--- src/cbu_pkg.sv ---
// Operation
// - set-carry forces the carry flag to one whatever it held before.
// - clear-carry forces the carry flag to zero whatever it held before.
// - skip-on-carry skips the next instruction when carry is zero and runs it when carry is one.
// - skip-on-carry leaves the carry flag unchanged, skip taken or not.
// - complement inverts all four accumulator bits and writes them back.
// - rotate shifts the accumulator right through carry, old carry into bit 3, bit 0 into carry.
// - bit-set writes one into immediate-selected bit j (0 to 3) of the pointed nibble only.
// - bit-clear writes zero into the selected bit of the pointed nibble, other bits unchanged.
// - bit-test skips the next instruction when the selected bit of the pointed nibble is zero.
package cbu_pkg;

  // ==========================================================================
  // widths and reset values
  localparam int          NIB_W       = 4;
  localparam int          BIT_SEL_W   = 2;
  localparam logic [3:0]  ACC_RESET   = 4'h0;
  localparam logic        CARRY_RESET = 1'b0;
  localparam int          ACC_MSB     = 3;

  // ==========================================================================
  // operation codes from the decoder
  typedef enum logic [3:0] {
    CBU_OP_NONE   = 4'h0,
    CBU_OP_SETC   = 4'h1,
    CBU_OP_CLRC   = 4'h2,
    CBU_OP_SKIPC  = 4'h3,
    CBU_OP_CMPL   = 4'h4,
    CBU_OP_ROTR   = 4'h5,
    CBU_OP_BSET   = 4'h6,
    CBU_OP_BCLR   = 4'h7,
    CBU_OP_BTEST  = 4'h8
  } cbu_op_type;

  typedef struct packed {
    logic                 valid;
    cbu_op_type           op;
    logic [BIT_SEL_W-1:0] bit_sel;
    logic [NIB_W-1:0]     mem_rd;
  } cbu_req_type;

  typedef struct packed {
    logic             mem_we;
    logic [NIB_W-1:0] mem_wdata;
    logic             skip_next;
    logic             done;
  } cbu_rsp_type;

  localparam cbu_rsp_type RSP_RESET = '{mem_we: 1'b0, mem_wdata: 4'h0,
                                        skip_next: 1'b0, done: 1'b0};

  // skip state: one-hot
  typedef enum logic [1:0] {
    CBU_RUN  = 2'b01,
    CBU_SKIP = 2'b10
  } cbu_state_type;

endpackage

--- src/cbu_carry_bit_unit.sv ---
`timescale 1ns/1ps
module cbu_carry_bit_unit
  import cbu_pkg::*;
(
  // clock and reset
  input  wire logic              sys_clk,
  input  wire logic              reset,
  // instruction from the decoder
  input  wire cbu_req_type       req,
  // results
  output cbu_rsp_type            rsp,
  output logic [NIB_W-1:0]       accumulator,
  output logic                   carry_flag,
  output logic                   skipping
);

  // ==========================================================================
  // state
  logic [NIB_W-1:0] acc_q, acc_d;
  logic             carry_q, carry_d;
  cbu_rsp_type      rsp_q, rsp_d;
  cbu_state_type    state_q, state_d;

  // ==========================================================================
  // decode
  // an instruction acts only in the run state; a pending skip eats it whole
  logic             run_st;
  logic             act;
  logic             swallow;
  logic             do_setc;
  logic             do_clrc;
  logic             do_skipc;
  logic             do_cmpl;
  logic             do_rotr;
  logic             do_bset;
  logic             do_bclr;
  logic             do_btest;
  logic             take_skip;
  logic             test_bit;
  logic [NIB_W-1:0] bit_hit;
  logic [NIB_W-1:0] set_nib;
  logic [NIB_W-1:0] clr_nib;

  always_comb
  begin
    run_st   = (state_q == CBU_RUN);
    act      = req.valid && run_st;
    swallow  = req.valid && (state_q == CBU_SKIP);
    do_setc  = 1'b0;
    do_clrc  = 1'b0;
    do_skipc = 1'b0;
    do_cmpl  = 1'b0;
    do_rotr  = 1'b0;
    do_bset  = 1'b0;
    do_bclr  = 1'b0;
    do_btest = 1'b0;
    if (act)
    begin
      case (req.op)
        CBU_OP_SETC:  do_setc  = 1'b1;
        CBU_OP_CLRC:  do_clrc  = 1'b1;
        CBU_OP_SKIPC: do_skipc = 1'b1;
        CBU_OP_CMPL:  do_cmpl  = 1'b1;
        CBU_OP_ROTR:  do_rotr  = 1'b1;
        CBU_OP_BSET:  do_bset  = 1'b1;
        CBU_OP_BCLR:  do_bclr  = 1'b1;
        CBU_OP_BTEST: do_btest = 1'b1;
        // no-op or an unused code: done pulse only
        default:      do_setc  = 1'b0;
      endcase
    end
    test_bit  = |(bit_hit & req.mem_rd);
    // carry is only read for the skip decision, never written here
    take_skip = (do_skipc && !carry_q) || (do_btest && !test_bit);
  end

  // ==========================================================================
  // per-bit select for the bit instructions
  // each bit keeps the pointed nibble's value unless it is the selected one
  // no dynamic index, so every bit is a small fixed gate
  for (genvar gi = 0; gi < NIB_W; gi++)
  begin : g_bit
    assign bit_hit[gi] = (req.bit_sel == BIT_SEL_W'(gi));
    assign set_nib[gi] = bit_hit[gi] | req.mem_rd[gi];
    assign clr_nib[gi] = ~bit_hit[gi] & req.mem_rd[gi];
  end

  // ==========================================================================
  // accumulator and carry
  // skip-on-carry and the bit ops never touch these
  always_comb
  begin
    acc_d   = acc_q;
    carry_d = carry_q;
    if (do_setc)
    begin
      carry_d = 1'b1;
    end
    if (do_clrc)
    begin
      carry_d = 1'b0;
    end
    if (do_cmpl)
    begin
      acc_d = ~acc_q;
    end
    if (do_rotr)
    begin
      // old carry in at the top, bit 0 out to carry
      acc_d   = {carry_q, acc_q[ACC_MSB:1]};
      carry_d = acc_q[0];
    end
  end

  always_ff @(posedge sys_clk)
  begin
    if (reset)
    begin
      acc_q   <= ACC_RESET;
      carry_q <= CARRY_RESET;
    end
    else
    begin
      acc_q   <= acc_d;
      carry_q <= carry_d;
    end
  end

  // ==========================================================================
  // response to the sequencer and the data memory
  // every pulse lasts one cycle; one pulse per instruction word presented
  always_comb
  begin
    rsp_d = RSP_RESET;
    if (act)
    begin
      rsp_d.done      = 1'b1;
      rsp_d.mem_wdata = req.mem_rd;
    end
    if (do_bset)
    begin
      rsp_d.mem_we    = 1'b1;
      rsp_d.mem_wdata = set_nib;
    end
    if (do_bclr)
    begin
      rsp_d.mem_we    = 1'b1;
      rsp_d.mem_wdata = clr_nib;
    end
    if (take_skip)
    begin
      rsp_d.skip_next = 1'b1;
    end
    if (swallow)
    begin
      // skipped slot: done only, nothing written
      rsp_d.done = 1'b1;
    end
  end

  always_ff @(posedge sys_clk)
  begin
    if (reset)
    begin
      rsp_q <= RSP_RESET;
    end
    else
    begin
      rsp_q <= rsp_d;
    end
  end

  // ==========================================================================
  // skip state
  // decisions are only made in run, so skips never chain
  always_comb
  begin
    state_d = state_q;
    case (state_q)
      CBU_RUN:
      begin
        if (take_skip)
        begin
          state_d = CBU_SKIP;
        end
      end
      CBU_SKIP:
      begin
        // the next fetched word is swallowed, then back to run
        if (req.valid)
        begin
          state_d = CBU_RUN;
        end
      end
      // an illegal code recovers without acting
      default: state_d = CBU_RUN;
    endcase
  end

  always_ff @(posedge sys_clk)
  begin
    if (reset)
    begin
      state_q <= CBU_RUN;
    end
    else
    begin
      state_q <= state_d;
    end
  end

  // ==========================================================================
  // outputs, all straight off flops
  assign rsp         = rsp_q;
  assign accumulator = acc_q;
  assign carry_flag  = carry_q;
  // one-hot skip bit of the state register, no decode in the path
  assign skipping    = state_q[1];

endmodule // cbu_carry_bit_unit

--- config.mk ---
export PLATFORM = sky130hd
export DESIGN_NAME = cbu_carry_bit_unit
export DESIGN_NICKNAME = d
export VERILOG_FILES = /design/src/cbu_pkg.sv /design/src/cbu_carry_bit_unit.sv
export SDC_FILE = /design/constraint.sdc
export NUM_CORES = 1
export LEC_CHECK = 0
export BUFFER_PORTS_ARGS = -buffer_cell sky130_fd_sc_hd__buf_2
export CAP_MARGIN = 30
export CORE_UTILIZATION = 45
export CTS_CLUSTER_DIAMETER = 150
export CTS_CLUSTER_SIZE = 25
export DETAILED_ROUTE_END_ITERATION = 10
export HOLD_SLACK_MARGIN = 0.03
export PLACE_DENSITY = 0.79
export SLEW_MARGIN = 20
export SYNTH_ARGS = -nofsm -noshare
export SYNTH_HDL_FRONTEND = slang
export SYNTH_SLANG_ARGS = --single-unit
--- constraint.sdc ---
create_clock -name sys_clk -period 1.7 [get_ports sys_clk]
set_clock_uncertainty 0.05 [all_clocks]
set_input_delay 0.34 -clock sys_clk [delete_from_list [all_inputs] [get_ports sys_clk]]
set_output_delay 0.34 -clock sys_clk [all_outputs]
set_load 0.01 [all_outputs]
; ---- Word level (Yosys, flattened, before mapping)
; Cells that the tools add are included.
[word_totals]
regBits = 14
inputBits = 13
out_inout_bits = 13
[classes]
n_eq_ne = 15
n_mux = 30
bitwise_logic = 14
n_reduce_logical = 12
[op_table]
columns = cell, n
row1 = $mux W1, 22
row2 = $eq A4 B3 Y1 const B, 4
row3 = $mux W4, 3
row4 = $mux W5, 2
row5 = $eq A4 B2 Y1 const B, 2
row6 = $eq A2 B2 Y1 const B, 3
row7 = $and A1 B1 Y1, 4
row8 = $and A4 B4 Y4, 1
row9 = $eq A2 B1 Y1 const B, 2
row10 = $eq A4 B1 Y1 const B, 1
row11 = $eq A4 B4 Y1 const B, 1
row12 = $logic_and A1 B1 Y1, 4
row13 = $mux W2, 2
row14 = $not A1 Y1, 4
row15 = $not A4 Y4, 1
row16 = $or A1 B1 Y1, 4
row17 = $pmux W2 S2, 1
row18 = $reduce_or A4 Y1, 1
row19 = $reduce_bool A3 Y1, 1
row20 = $logic_not A1 Y1, 2
row21 = $logic_not A2 Y1, 1
row22 = $ne A2 B1 Y1 const B, 1
row23 = $ne A2 B2 Y1 const B, 1
row24 = $reduce_and A2 Y1, 1
row25 = 2 further kinds, 2

; ---- Depth between registers and ports, before layout
[logic_depth]
word_depth = 8
ltp_mapped = 4

; ---- Worst setup path before layout
; OpenSTA, ideal clock, no wires.
[synth_timing]
path_type = input to register
startpoint = in req[7] (netlist bit)
endpoint = reg state_q[0]
setup_ns = 0.115
t_arrival_ns = 1.339
required_ns = 1.535
path_slack_ns = 0.195
cell_stages = 3
path_cell_list = or4b_4 -> or3_4 -> and3_1
[synth_via]
elab_chain_cells = 7
word_cells_on_any_way = 11
[synth_lines]
columns = item, line_no
row1 = "start, declared", cbu_carry_bit_unit.sv:9  ; input wire cbu_req_type req,
row2 = $eq A4 B2 Y1 or $eq A4 B4 Y1 (tied branches), cbu_carry_bit_unit.sv:59  ; case (req.op)
row3 = $mux W1, cbu_carry_bit_unit.sv:59
row4 = $mux W1, cbu_carry_bit_unit.sv:57  ; if (act)
row5 = $logic_and A1 B1 Y1, cbu_carry_bit_unit.sv:74  ; take_skip = (do_skipc && !carry_q) || (do_btest && !test_bit);
row6 = $logic_or A1 B1 Y1 (*), cbu_carry_bit_unit.sv:74
row7 = $ne A2 B1 Y1 (no line) (*), n/a
row8 = $reduce_and A2 Y1 (no line) (*), n/a
row9 = "end signal, assigned", cbu_carry_bit_unit.sv:208  ; state_q <= state_d;
row10 = "end, declared", cbu_carry_bit_unit.sv:22  ; cbu_state_type state_q, state_d;
; Every way passes the cells marked *; elsewhere a longest branch is shown, timed or not.
; A chain may end at the register's enable or synchronous reset.

; ---- Worst setup path after layout
[layout_timing]
startpoint = reg state_q[0]
endpoint = reg acc_q[1] (netlist: accumulator[1])
[layout_via]
elab_chain_cells = 4
word_cells_on_any_way = 6
[layout_lines]
columns = item, line_no
row1 = $eq A2 B1 Y1 (*), cbu_carry_bit_unit.sv:46  ; run_st = (state_q == CBU_RUN);
row2 = $logic_and A1 B1 Y1 (*), cbu_carry_bit_unit.sv:47  ; act = req.valid && run_st;
row3 = $mux W1, cbu_carry_bit_unit.sv:57
row4 = $mux W4 or $reduce_bool A2 Y1 (tied branches), n/a
row5 = "end signal, assigned", cbu_carry_bit_unit.sv:119  ; acc_q <= ACC_RESET;
row6 = "end signal, assigned", cbu_carry_bit_unit.sv:124  ; acc_q <= acc_d;
row7 = "end, declared", cbu_carry_bit_unit.sv:19  ; logic [NIB_W-1:0] acc_q, acc_d;
; Marks and branches as above.

==> results_dict.tcl <==
set metrics [dict create \
    rrSetupSlack_ns 0.24 \
    r2r_start "state_q[0]$_SDFFE_PP1P_" \
    netlist-cell-type-count 27 \
    final_hold_viol_count 0 \
    grt_util_met3_pct 9.78 \
    drt-pass1-iter-count 4 \
    max_stage_delay_ns 0.51 \
    antenna_found_initial 0 \
    vias 682 \
    fp.dieW_um 41.2 \
    worstSetupStartpointType "flip-flop" \
    post-route-period-util_pct 85.8 \
    nNetsFinal 117 \
    num_rows 13 \
    reg2reg_depth 3 \
    endpoint_kind "flip-flop" \
    hp-class "in2reg" \
    die_h_um 41.2 \
    outcome "finished, final reports clean" \
    initial_core_util_pct 50.6 \
    arrival_ns 1.62 \
    num_antenna_cells 0 \
    yosysTopAreaCellShare_pct 40.5 \
    syn_inst 71 \
    placed_area_um2 866 \
    grt_usage_pct 21.9 \
    synth_area_leaders "dfxtp_1 (41%), mux2i_1 (5.8%), nand2b_1 (5.4%)" \
    detail_route.vias_per_cell 5.78 \
    drive_above_1_share_pct 38.8 \
    async_reset_ff_share_pct 0 \
    cp.buffers_inverters 0 \
    max_freq_ghz 0.685 \
    synth_nets 84 \
    fin_setup_tns_ns 0 \
    cpMaxStageDelayCell "or4_1" \
    p_per_area_nw_per_um2 755 \
    clk_pin_slew_ns 0.08 \
    wl_per_cell_um 12.9 \
    endpoint "accumulator[1]$_SDFFE_PP0P_" \
    grt-busiest-layer "met2" \
    cts_tree "built" \
    worst_pin_slew_ns 0.294 \
    synth-edff-count 0 \
    path_max_fanout 6 \
    yosysWarnings 0 \
    clkLatencyLatePin_ns 0.28 \
    dr.first_iter.drc_count 7 \
    clockBufferDepth 2 \
    dp_slack_ns 0.0445 \
    cp_cell_sequence "nand4bb_1, or4_1, a31oi_1" \
    postCtsSetupBuffers 0 \
    min_period_ns 1.46 \
    final_area_um2 902 \
    drv_cap 0 \
    final_antenna_net_count 0 \
    setup_viol 0 \
    numCtsBuffers 3 \
    required_ns 1.86 \
    report.final.slew_viol_count 0 \
    crit_start "state_q[0]$_SDFFE_PP1P_" \
    cts_hold_buf 0 \
    boundaryPins 26 \
    synthFlopType "dfxtp_1" \
    cts.sinks 14 \
    yosys.area.top_type "dfxtp_1" \
    drc 0 \
    min_from "req[0]" \
    grt_pass1_wl_um 2260 \
    setup_slack_ns 0.241 \
    syn2layout_area_growth_pct 30.4 \
    routed_wl_um 1530 \
    post_cts_resized 0 \
    r2r-end "accumulator[1]$_SDFFE_PP0P_" \
    grt_use_met2_pct 30.9 \
    portBuffers 25 \
    worst-path-stages 3 \
    rsz0062_at_grt "false" \
    synth-seq-cells 14 \
    leakagePower_nw 0.384 \
    die-area_um2 1700 \
    grt_pass1_vias 506 \
    core_um2 1370 \
    grt.overflow.total 0 \
    syn_avg_cell_area_um2 9.75 \
    grt_use_met1_pct 28.2 \
    ir_worst_vdd_v 0.000548 \
    dp_hpwl_um 1170 \
    cts_max_level 1 \
    crit_type "reg2reg" \
    cpLargestDelayFamily "simple AND/OR/NAND/NOR gates" \
    grt_max_degree 14 \
    gp_congestion 0.883 \
    seq_area_frac_synth_pct 40.5 \
    relSlewSlack_pct 80.4 \
    synthesis.area_um2 692 \
    post-route-util_pct 66.0 \
    root_buffer "clkbuf_4" \
]
cell usage after synthesis, types with 2 or more instances:
cell / n
dfxtp_1: 14
nand2_1: 7
nand2b_1: 6
a31oi_1: 4
mux2i_1: 4
nand4_1: 4
nor2_1: 3
nor3b_1: 3
a311oi_1: 2
and4bb_2: 2
clkbuf_1: 2
nand4bb_1: 2
nor2b_1: 2
o21ai_0: 2
or4_1: 2
sequential cells by signal (all words and copies together) (netlist names):
register and count:
accumulator 4, carry_flag 1, rsp 7, state_q 2
worst min path at each step:
stage	to	slack, ns	depth (start not counted)
4_1_cts	rsp[2]$_SDFF_PP0_	0.24	3
5_1_grt	rsp[4]$_SDFF_PP0_	0.26	3
6_report	rsp[2]$_SDFF_PP0_	0.25	3
3_3_place_gp	accumulator[0]$_SDFFE_PP0P_	0.45	1
2_1_floorplan	rsp[2]$_SDFF_PP0_	0.43	2
3_5_place_dp	accumulator[2]$_SDFFE_PP0P_	0.45	1
tightest hold or removal path: stages:
cell and delay [ns]:
buf_2 0.10, nand2_1 0.04, mux2i_1 0.05
metrics by stage:
step / hold slack [ns] / total power (W) / cells
6_report: 0.252 / 0.000681 / 118
5_1_grt: 0.256 / 0.000716 / 118
4_1_cts: 0.241 / 0.000695 / 118
3_5_place_dp: 0.445 / 0.000450 / 114
3_3_place_gp: 0.445 / 0.000447 / 114
2_1_floorplan: 0.429 / 0.000400 / 71
cells by family (layout without fill, tap and decap cells):
logic type,count (synthesis),count (layout),synth area share [%]
and+or+nand+nor,38,38,37.1
DFF,14,14,40.5
AOI/OAI and AO/OA,11,11,11.0
muxes,5,5,9.04
buffers and inverters,2,34,1.09
xor gates and xnor gates,1,1,1.27
cell type report:
cell class | instances | area (um^2)
clock buffers | 4 | 36.3
fillers | 115 | 464
well taps | 15 | 18.8
flip-flops and latches | 14 | 280
repair buffers | 30 | 163
multi-input cells | 55 | 404
power breakdown:
part	internal, W	switching [W]
clock network	0.000131	0.000108
logic	0.0000482	0.0000511
registers	0.000338	0.00000544
total	0.000516	0.000164
metal layers:
layer | vias up | part of all wire [%]
met5 | - | 0
li1 | 343 | -
met3 | 4 | 5.8
met4 | 0 | 1.6
met2 | 18 | 46
met1 | 317 | 47
cell usage in the layout, fill, tap and decap left out, types with 2 or more instances in the layout:
cell type,Yosys,final
a31oi_1,4,4
mux2i_1,4,4
o21ai_0,2,2
nor2b_1,2,2
nand4_1,4,4
and4bb_2,2,2
nand4bb_1,2,2
buf_4,0,5
nand2_1,7,7
nor2_1,3,3
nor3b_1,3,3
clkbuf_4,0,3
buf_2,0,25
nand2b_1,6,6
a311oi_1,2,2
or4_1,2,2
dfxtp_1,14,14
No activity file was read; power rests on OpenSTA's default activity.
